==> src/scp_pkg.sv <==
// constants and types shared by the serial command port
//
// Behaviour
// - Every character is one start bit, seven data bits, odd parity and one stop bit at 300 baud both ways.
// - The port is half duplex, so no response starts while a command line is being received.
// - Line feed ends a command line, and every response ends with a line feed.
// - Arguments are taken without leading or fractional zeros, while responses carry the padded text.
// - A numeric argument may hold its decimal point anywhere among its digits or none at all.
// - Temperatures are kept to a tenth of a degree and further digits are truncated.
// - Accepted temperatures are limited to the range 0 to 475 kelvin.
// - Every function may be commanded remotely except calibration point entry, which is refused.
// - Only W queries get a response, and the host reads only after a query.
package scp_pkg;
   localparam int CLK_HZ     = 50_000_000;
   localparam int BAUD       = 300;
   localparam int OVS        = 16;
   localparam int TICK_DIV   = CLK_HZ / (BAUD * OVS);
   localparam int CHAR_W     = 7;
   localparam int FRAME_BITS = 10;
   localparam logic [3:0] OVS_LAST = 4'hF;
   localparam logic [3:0] OVS_MID  = 4'h7;
   localparam logic [3:0] BIT_LAST = 4'h9;
   localparam logic [6:0] CH_LF    = 7'h0A;
   localparam logic [6:0] CH_CR    = 7'h0D;
   localparam logic [6:0] CH_DOT   = 7'h2E;
   localparam logic [6:0] CH_MINUS = 7'h2D;
   localparam logic [6:0] CH_QUERY = 7'h57;
   localparam logic [6:0] CH_NONE  = 7'h00;
   localparam logic [9:0] INT_MAX  = 10'h1DB;
   localparam logic [9:0] INT_SAT  = 10'h3E8;
   localparam logic [12:0] TENTHS_MAX = 13'h128E;
   localparam logic [1:0] ARG_NONE = 2'h0;
   localparam logic [1:0] ARG_INT  = 2'h1;
   localparam logic [1:0] ARG_FRAC = 2'h2;
   localparam logic [1:0] ARG_DONE = 2'h3;
   typedef enum logic { SCP_RX_IDLE, SCP_RX_BITS } scp_rx_t;
   typedef enum logic [1:0] { SCP_TX_IDLE, SCP_TX_BITS, SCP_TX_LF }
      scp_tx_t;
endpackage

==> src/scp_fifo.sv <==
// response character fifo, flop storage
`timescale 1ns/1ps
module scp_fifo #(
   parameter int W     = 8,
   parameter int DEPTH = 16
) (
   // clock and reset
   input  wire logic         clk,
   input  wire logic         srst,
   // fill side
   input  wire logic         in_valid,
   input  wire logic [W-1:0] in_data,
   output logic              in_ready,
   // drain side
   output logic              out_valid,
   output logic [W-1:0]      out_data,
   input  wire logic         out_ready
);
   localparam int AW = $clog2(DEPTH);
   logic [W-1:0]  mem [DEPTH];
   logic [AW-1:0] wr_reg;
   logic [AW-1:0] rd_reg;
   logic [AW:0]   cnt_reg;
   logic          full_reg;
   logic          empty_reg;
   logic          push;
   logic          pop;

   assign push      = in_valid && !full_reg;
   assign pop       = out_ready && !empty_reg;
   assign in_ready  = !full_reg;
   assign out_valid = !empty_reg;
   assign out_data  = mem[rd_reg];

   always_ff @(posedge clk)
   begin
      if (push)
         mem[wr_reg] <= in_data;
   end

   always_ff @(posedge clk)
   begin
      if (srst)
      begin
         wr_reg    <= '0;
         rd_reg    <= '0;
         cnt_reg   <= '0;
         full_reg  <= 1'b0;
         empty_reg <= 1'b1;
      end
      else
      begin
         if (push)
            wr_reg <= (wr_reg == AW'(DEPTH - 1)) ? '0 : wr_reg + 1'b1;
         if (pop)
            rd_reg <= (rd_reg == AW'(DEPTH - 1)) ? '0 : rd_reg + 1'b1;
         if (push && !pop)
         begin
            cnt_reg   <= cnt_reg + 1'b1;
            full_reg  <= (cnt_reg == (AW+1)'(DEPTH - 1));
            empty_reg <= 1'b0;
         end
         else if (pop && !push)
         begin
            cnt_reg   <= cnt_reg - 1'b1;
            full_reg  <= 1'b0;
            empty_reg <= (cnt_reg == (AW+1)'(1));
         end
      end
   end
endmodule

==> src/scp_top.sv <==
// serial command port: 7O1 receiver, line parser, response transmitter
`timescale 1ns/1ps
module scp_top
   import scp_pkg::*;
#(
   parameter int TICK_CYCLES = TICK_DIV,
   parameter int RESP_DEPTH  = 16,
   parameter logic [6:0] CAL_CMD = 7'h43
) (
   // clock and reset
   input  wire logic        clk,
   input  wire logic        srst,
   // serial link
   input  wire logic        rxd,
   output logic             txd,
   // decoded command
   output logic             cmd_valid,
   output logic [6:0]       cmd_op0,
   output logic [6:0]       cmd_op1,
   output logic [6:0]       cmd_opt,
   output logic             cmd_has_arg,
   output logic [12:0]      cmd_arg,
   output logic             cmd_query,
   output logic             cmd_refused,
   output logic             rx_err,
   // response text
   input  wire logic        resp_valid,
   input  wire logic [6:0]  resp_data,
   input  wire logic        resp_last,
   output logic             resp_ready
);
   function automatic logic odd_par(input logic [6:0] d);
      return ~^d;
   endfunction

   function automatic logic is_digit(input logic [6:0] c);
      return (c >= 7'h30) && (c <= 7'h39);
   endfunction

   // oversampling tick
   logic [13:0] div_reg;
   logic        tick_reg;

   always_ff @(posedge clk)
   begin
      if (srst)
      begin
         div_reg  <= '0;
         tick_reg <= 1'b0;
      end
      else if (div_reg == 14'(TICK_CYCLES - 1))
      begin
         div_reg  <= '0;
         tick_reg <= 1'b1;
      end
      else
      begin
         div_reg  <= div_reg + 1'b1;
         tick_reg <= 1'b0;
      end
   end

   // receiver
   scp_rx_t     rx_st_reg;
   logic        rxd_prev_reg;
   logic [3:0]  rx_ovs_reg;
   logic [3:0]  rx_bit_reg;
   logic [9:0]  rx_sh_reg;
   logic        rx_done_reg;
   logic        rx_bad_reg;
   logic        rx_sample;

   assign rx_sample = tick_reg && (rx_ovs_reg == OVS_MID);

   always_ff @(posedge clk)
   begin
      if (srst)
         rxd_prev_reg <= 1'b1;
      else
         rxd_prev_reg <= rxd;
   end

   always_ff @(posedge clk)
   begin
      if (srst)
      begin
         rx_st_reg   <= SCP_RX_IDLE;
         rx_ovs_reg  <= '0;
         rx_bit_reg  <= '0;
         rx_sh_reg   <= '0;
         rx_done_reg <= 1'b0;
         rx_bad_reg  <= 1'b0;
      end
      else
      begin
         rx_done_reg <= 1'b0;
         case (rx_st_reg)
            SCP_RX_IDLE:
            begin
               if (rxd_prev_reg && !rxd)
               begin
                  rx_st_reg  <= SCP_RX_BITS;
                  rx_ovs_reg <= '0;
                  rx_bit_reg <= '0;
               end
            end
            SCP_RX_BITS:
            begin
               if (tick_reg)
                  rx_ovs_reg <= rx_ovs_reg + 1'b1;
               if (rx_sample)
               begin
                  rx_sh_reg  <= {rxd, rx_sh_reg[9:1]};
                  rx_bit_reg <= rx_bit_reg + 1'b1;
                  // a glitch that is high mid-start is not a frame
                  if (rx_bit_reg == 4'h0 && rxd)
                     rx_st_reg <= SCP_RX_IDLE;
                  if (rx_bit_reg == BIT_LAST)
                  begin
                     rx_st_reg   <= SCP_RX_IDLE;
                     rx_done_reg <= 1'b1;
                     rx_bad_reg  <= !rxd ||
                        (odd_par(rx_sh_reg[8:2]) != rx_sh_reg[9]);
                  end
               end
            end
            default:
               rx_st_reg <= SCP_RX_IDLE;
         endcase
      end
   end

   // line parser
   logic [6:0]  rx_ch;
   logic [3:0]  len_reg;
   logic        line_bad_reg;
   logic [6:0]  op0_reg;
   logic [6:0]  op1_reg;
   logic [6:0]  opt_reg;
   logic [1:0]  arg_st_reg;
   logic        neg_reg;
   logic [9:0]  int_reg;
   logic [3:0]  frac_reg;
   logic [12:0] arg_tenths;
   logic        line_busy;

   assign rx_ch     = rx_sh_reg[7:1];
   assign line_busy = (len_reg != 4'h0) || (rx_st_reg == SCP_RX_BITS);
   // further fractional digits were simply never stored
   assign arg_tenths = 13'(int_reg * 10) + 13'(frac_reg);

   always_ff @(posedge clk)
   begin
      if (srst)
      begin
         len_reg      <= '0;
         line_bad_reg <= 1'b0;
         op0_reg      <= CH_NONE;
         op1_reg      <= CH_NONE;
         opt_reg      <= CH_NONE;
         arg_st_reg   <= ARG_NONE;
         neg_reg      <= 1'b0;
         int_reg      <= '0;
         frac_reg     <= '0;
      end
      else if (rx_done_reg)
      begin
         if (rx_ch == CH_LF && !rx_bad_reg)
         begin
            len_reg      <= '0;
            line_bad_reg <= 1'b0;
            op0_reg      <= CH_NONE;
            op1_reg      <= CH_NONE;
            opt_reg      <= CH_NONE;
            arg_st_reg   <= ARG_NONE;
            neg_reg      <= 1'b0;
            int_reg      <= '0;
            frac_reg     <= '0;
         end
         else if (rx_bad_reg)
            line_bad_reg <= 1'b1;
         else if (rx_ch != CH_CR)
         begin
            if (len_reg != 4'hF)
               len_reg <= len_reg + 1'b1;
            if (len_reg == 4'h0)
               op0_reg <= rx_ch;
            // argument follows the letters directly
            else if (len_reg == 4'h1 && !is_digit(rx_ch) &&
                     rx_ch != CH_DOT && rx_ch != CH_MINUS)
               op1_reg <= rx_ch;
            else if (is_digit(rx_ch))
            begin
               if (arg_st_reg == ARG_FRAC)
               begin
                  frac_reg   <= rx_ch[3:0];
                  arg_st_reg <= ARG_DONE;
               end
               else if (arg_st_reg != ARG_DONE)
               begin
                  arg_st_reg <= ARG_INT;
                  if (int_reg > INT_MAX / 10'h00A)
                     int_reg <= INT_SAT;
                  else
                     int_reg <= 10'(int_reg * 10) + 10'(rx_ch[3:0]);
               end
            end
            else if (rx_ch == CH_DOT)
            begin
               if (arg_st_reg == ARG_NONE || arg_st_reg == ARG_INT)
                  arg_st_reg <= ARG_FRAC;
               else
                  line_bad_reg <= 1'b1;
            end
            else if (rx_ch == CH_MINUS && arg_st_reg == ARG_NONE)
               neg_reg <= 1'b1;
            else
               opt_reg <= rx_ch;
         end
      end
   end

   // command output
   always_ff @(posedge clk)
   begin
      if (srst)
      begin
         cmd_valid   <= 1'b0;
         cmd_op0     <= CH_NONE;
         cmd_op1     <= CH_NONE;
         cmd_opt     <= CH_NONE;
         cmd_has_arg <= 1'b0;
         cmd_arg     <= '0;
         cmd_query   <= 1'b0;
         cmd_refused <= 1'b0;
         rx_err      <= 1'b0;
      end
      else
      begin
         cmd_valid   <= 1'b0;
         cmd_refused <= 1'b0;
         rx_err      <= rx_done_reg && rx_bad_reg;
         if (rx_done_reg && !rx_bad_reg && rx_ch == CH_LF &&
             len_reg != 4'h0 && !line_bad_reg)
         begin
            if (op0_reg == CAL_CMD)
               cmd_refused <= 1'b1;
            else
            begin
               // no case check; every first character but CAL_CMD is delivered as received
               cmd_valid   <= 1'b1;
               cmd_op0     <= op0_reg;
               cmd_op1     <= op1_reg;
               cmd_opt     <= opt_reg;
               cmd_has_arg <= (arg_st_reg != ARG_NONE);
               cmd_query   <= (op0_reg == CH_QUERY);
               if (neg_reg)
                  cmd_arg <= '0;
               else if (arg_tenths > TENTHS_MAX || int_reg > INT_MAX)
                  cmd_arg <= TENTHS_MAX;
               else
                  cmd_arg <= arg_tenths;
            end
         end
      end
   end

   // response path
   logic       fifo_ready;
   logic       q_valid;
   logic [7:0] q_data;
   logic       q_pop;
   logic       armed_reg;
   scp_tx_t    tx_st_reg;
   logic [3:0] tx_ovs_reg;
   logic [3:0] tx_bit_reg;
   logic [9:0] tx_sh_reg;
   logic       tx_last_reg;

   scp_fifo #(
      .W     (8),
      .DEPTH (RESP_DEPTH)
   ) u_fifo (
      .clk       (clk),
      .srst      (srst),
      .in_valid  (resp_valid),
      .in_data   ({resp_last, resp_data}),
      .in_ready  (fifo_ready),
      .out_valid (q_valid),
      .out_data  (q_data),
      .out_ready (q_pop)
   );

   // text waits in the fifo until a query has armed the sender
   assign q_pop = (tx_st_reg == SCP_TX_IDLE) && q_valid && armed_reg &&
                  !line_busy && tick_reg;

   always_ff @(posedge clk)
   begin
      if (srst)
         resp_ready <= 1'b0;
      else
         resp_ready <= fifo_ready && !(resp_valid && resp_ready);
   end

   always_ff @(posedge clk)
   begin
      if (srst)
         armed_reg <= 1'b0;
      else if (cmd_valid && cmd_query)
         armed_reg <= 1'b1;
      else if (tx_st_reg == SCP_TX_LF)
         armed_reg <= 1'b0;
   end

   always_ff @(posedge clk)
   begin
      if (srst)
      begin
         tx_st_reg   <= SCP_TX_IDLE;
         tx_ovs_reg  <= '0;
         tx_bit_reg  <= '0;
         tx_sh_reg   <= '1;
         tx_last_reg <= 1'b0;
         txd         <= 1'b1;
      end
      else
      begin
         case (tx_st_reg)
            SCP_TX_IDLE:
            begin
               txd <= 1'b1;
               if (q_pop)
               begin
                  tx_sh_reg   <= {1'b1, odd_par(q_data[6:0]),
                                  q_data[6:0], 1'b0};
                  tx_last_reg <= q_data[7];
                  tx_ovs_reg  <= '0;
                  tx_bit_reg  <= '0;
                  tx_st_reg   <= SCP_TX_BITS;
               end
            end
            SCP_TX_BITS:
            begin
               txd <= tx_sh_reg[0];
               if (tick_reg)
               begin
                  tx_ovs_reg <= tx_ovs_reg + 1'b1;
                  if (tx_ovs_reg == OVS_LAST)
                  begin
                     tx_sh_reg  <= {1'b1, tx_sh_reg[9:1]};
                     tx_bit_reg <= tx_bit_reg + 1'b1;
                     if (tx_bit_reg == BIT_LAST)
                        tx_st_reg <= tx_last_reg ? SCP_TX_LF
                                                 : SCP_TX_IDLE;
                  end
               end
            end
            SCP_TX_LF:
            begin
               // closing line feed; waits for a tick so that its start
               // bit is as long as every other bit
               if (tick_reg)
               begin
                  tx_sh_reg   <= {1'b1, odd_par(CH_LF), CH_LF, 1'b0};
                  tx_last_reg <= 1'b0;
                  tx_ovs_reg  <= '0;
                  tx_bit_reg  <= '0;
                  tx_st_reg   <= SCP_TX_BITS;
               end
            end
            default:
               tx_st_reg <= SCP_TX_IDLE;
         endcase
      end
   end
endmodule

==> config.mk <==
export PLATFORM = sky130hd
export DESIGN_NAME = scp_top
export DESIGN_NICKNAME = d
export VERILOG_FILES = /design/src/scp_pkg.sv /design/src/scp_fifo.sv /design/src/scp_top.sv
export SDC_FILE = /design/constraint.sdc
export NUM_CORES = 1
export LEC_CHECK = 0
export BUFFER_PORTS_ARGS = -buffer_cell sky130_fd_sc_hd__buf_2
export CAP_MARGIN = 10
export CORE_MARGIN = 4
export CORE_UTILIZATION = 50
export CTS_CLUSTER_DIAMETER = 100
export CTS_CLUSTER_SIZE = 20
export DETAILED_ROUTE_END_ITERATION = 8
export MAX_ROUTING_LAYER = met4
export PLACE_DENSITY = 0.73
export SLEW_MARGIN = 5
export SYNTH_ARGS = -nofsm -noshare
export SYNTH_HDL_FRONTEND = slang
export SYNTH_HIERARCHICAL = 1
export SYNTH_SLANG_ARGS = --single-unit
==> constraint.sdc <==
create_clock -name clk -period 5 [get_ports clk]
set_input_delay 0.5 -clock clk [delete_from_list [all_inputs] [get_ports clk]]
set_output_delay 0.5 -clock clk [all_outputs]
set_load 0.005 [all_outputs]
==> impl_results.md <==
* Antenna violations before repair at 0
* Crit path cell chain: ha_1, ha_1, fa_1, a211oi_1, o21bai_1, xor2_1, or4_4, xor2_2, o41ai_2, o21ai_0
* Seq/Total Area, Yosys at 53.7%
* Crit path required time at 5370 ps
* Max IR drop VDD at 0.000344 V
* Synth Instances at 1233
* Vias in the first global route at 8664
* Total clock sinks at 288
* Net Count, Synth at 1299
* IO Count at 53
* Cells after DPL at 1566
* Slowest CP cell: or4_4
* Fill cells at 2227
* Routability cong. at 0.848
* Max FFs per register at 128
* Slew Viols, Final at 0
* Final core utilization at 54.4%
* Async S/R FF share, synth at 0%
* Min-delay src: rxd
* Tcrit/Tclk final at 74.9%
* Final nets at 1317
* Share of cells above drive strength 1 at 9.62%
* Worst setup EP type: flop
* Post-CTS Setup Inserts at 0
* Crit Path Max Fanout at 6
* Detail Placement HPWL at 19000 um
* Pwr/cell area at 293 nW/um2
* Crit path launch: int_reg[1]
* Worst R2R Start: int_reg[1]
* Clk pin slew, worst setup/hold paths at 80 ps
* R2R cell count at 10
* CTS tree: done
* Max clock buf depth at 3
* Crit start category: flop
* Routed wire length at 27400 um
* Overall routing resource usage at 19.4%
* First DRT Iteration DRCs at 714
* Primary FF master, synth: dfxtp_1
* Most frequent cell after synthesis: nand2_1
* Setup TNS at 0 ps
* Post-synth top area cell: edfxtp_1
* EDFF count, synth at 128
* Initial core utilization at 50.7%
* P_leak at 5.06 nW
* R2R Setup Slk at 1250 ps
* First drt pass iteration count at 5
* CTS H-tree lvls at 1
* #FFs+latches synth at 288
* FF-to-FF End: cmd_arg[3]
* Synthesized cell area at 13100 um2
* Layout Skew at 22.0 ps
* Total Power at 4.13 mW
* Crit-path most repeated cell: ha_1
* Die area at 28900 um2
* Worst rel slew slack at 34.6%
* Post-synthesis cell type count at 70
* Worst Setup EP: cmd_arg[3]
* Largest net degree at the start of global routing at 97
* TritonCTS Buffers at 18
* Drt via density at 5.70
* Top cells by area, synth: edfxtp_1 (29%), dfxtp_1 (24%), nand2_1 (4.9%)
* Most frequent cells after synthesis: nand2_1 (172), dfxtp_1 (160), edfxtp_1 (128), a21oi_1 (126), nor2_1 (110)
* Root buffer cell: clkbuf_16
* Resized Gates After CTS at 0
* Worst slew pin tran at 974 ps
* Row cnt at 59
* Final ANT Viol Nets at 0
* Layout area overhead at 7.36%
* First-pass GRT wire length at 45000 um
* ANT cells at 0
* Setup Crit Path Kind: flop to flop
* Post-synth top area share at 29.3%
* Setup violators final at 0
* Max-cap check violation count at 0
* Die Height at 170 um
* Max Freq at 0.267 GHz
* Status: finished, final reports clean
* GR Overflow Total at 0
* Critical Path Max Stage Delay at 600 ps
* Hold Path Class: primary input to flop
* Tmin final at 3750 ps
* Final Hold Viols at 0
* Die X at 170 um
* Synthesis warning total at 6
* Via count at 9079
* DRC at 0
* Buffers on Ports at 52
* DR WL/cell at 17.2 um
* Synthesized area per cell at 10.6 um2
* RSZ-0062 raised after global routing: no
* Non-Filler Instances at 1593
* Core area at 25900 um2
* Worst-skew pair later-pin latency at 510 ps
* Worst EP arrival at 4110 ps
* Hold_buf cts at 0
where the power goes:
| group | switching (mW) | internal (mW) |
|---|---|---|
| Combinational | 0.121 | 0.0609 |
| Clock | 0.767 | 0.677 |
| Sequential | 0.0193 | 2.48 |
| Total | 0.908 | 3.22 |
worst min path at each step:
stage / to / slack, ps / cells past startpoint
after floorplan: rx_ovs_reg[3] / 420 / 1
after global placement: rx_ovs_reg[3] / 440 / 1
after detailed placement: cmd_opt[2] / 440 / 2
after CTS: rxd_prev_reg / 240 / 2
after global routing: rxd_prev_reg / 250 / 2
final: rxd_prev_reg / 260 / 2
cell usage in the layout (no fill, tap or decap), types with 4 or more instances in the layout:
cell type,netlist,layout
or2_2,5,5
nand4_1,9,9
mux4_1,16,16
or3_1,7,7
edfxtp_1,128,128
a22oi_1,22,22
clkbuf_16,0,18
nand3_1,51,51
nand2b_1,13,13
mux4_2,16,16
o21a_1,4,4
xor2_1,19,19
dfxtp_1,160,158
o21ai_0,36,36
a31oi_1,10,10
clkbuf_1,43,7
nor3_1,27,27
nand2_1,172,172
nand3b_1,6,6
buf_2,10,51
and2_1,5,5
mux2i_1,13,13
and3_1,13,13
a21o_1,6,6
nor3b_1,6,6
a211oi_1,7,7
xnor2_1,29,29
inv_1,34,34
ha_1,51,51
nor2b_1,11,11
nor2_1,110,109
a21oi_1,126,126
buf_4,1,11
worst max-delay path: cells and delay by family, from the launching register on:
family,cells,cell delay (ps)
compound gates,4,1230
xor+xnor,2,370
fa+ha+maj,3,950
flops,1,480
simple gates,1,600
routing by layer:
layer	global-route usage (%)	share of wire, %	vias up
met1	25.5	45	4419
li1	-	-	4451
met5	-	0	-
met2	32.4	49	173
met3	2.25	3.7	36
met4	4.58	2.4	0
layout make-up:
type                            count  area, um2  share of cell area [%]
Timing Repair Buffer               62        338                    2.40
Tap cell                          335        419                    2.97
Sequential cell                   288       7050                    50.0
Clock inverter                      2       32.5                   0.231
Clock buffer                       25        477                    3.38
Multi-Input combinational cell    846       5650                    40.1
Inverter                           35        131                   0.932
kinds of logic after synthesis:
group / after synthesis / share of synthesized area [%]
muxes: 47 / 7.11
and+or+nand+nor: 451 / 15.9
AOI/OAI and AO/OA: 244 / 11.2
adders and majority gates: 54 / 5.32
xor gates and xnor gates: 50 / 3.45
buffers and inverters: 99 / 3.33
DFF: 288 / 53.7
per-stage QoR:
step	instance area [um2]	hold WS, ps	setup slack [ps]
2_1_floorplan	13100	416	1510
3_3_place_gp	13600	441	1330
3_5_place_dp	13600	444	1230
4_1_cts	14100	239	1220
5_1_grt	14100	252	923
6_report	14100	264	1250
No activity file was read; power rests on OpenSTA's default activity.
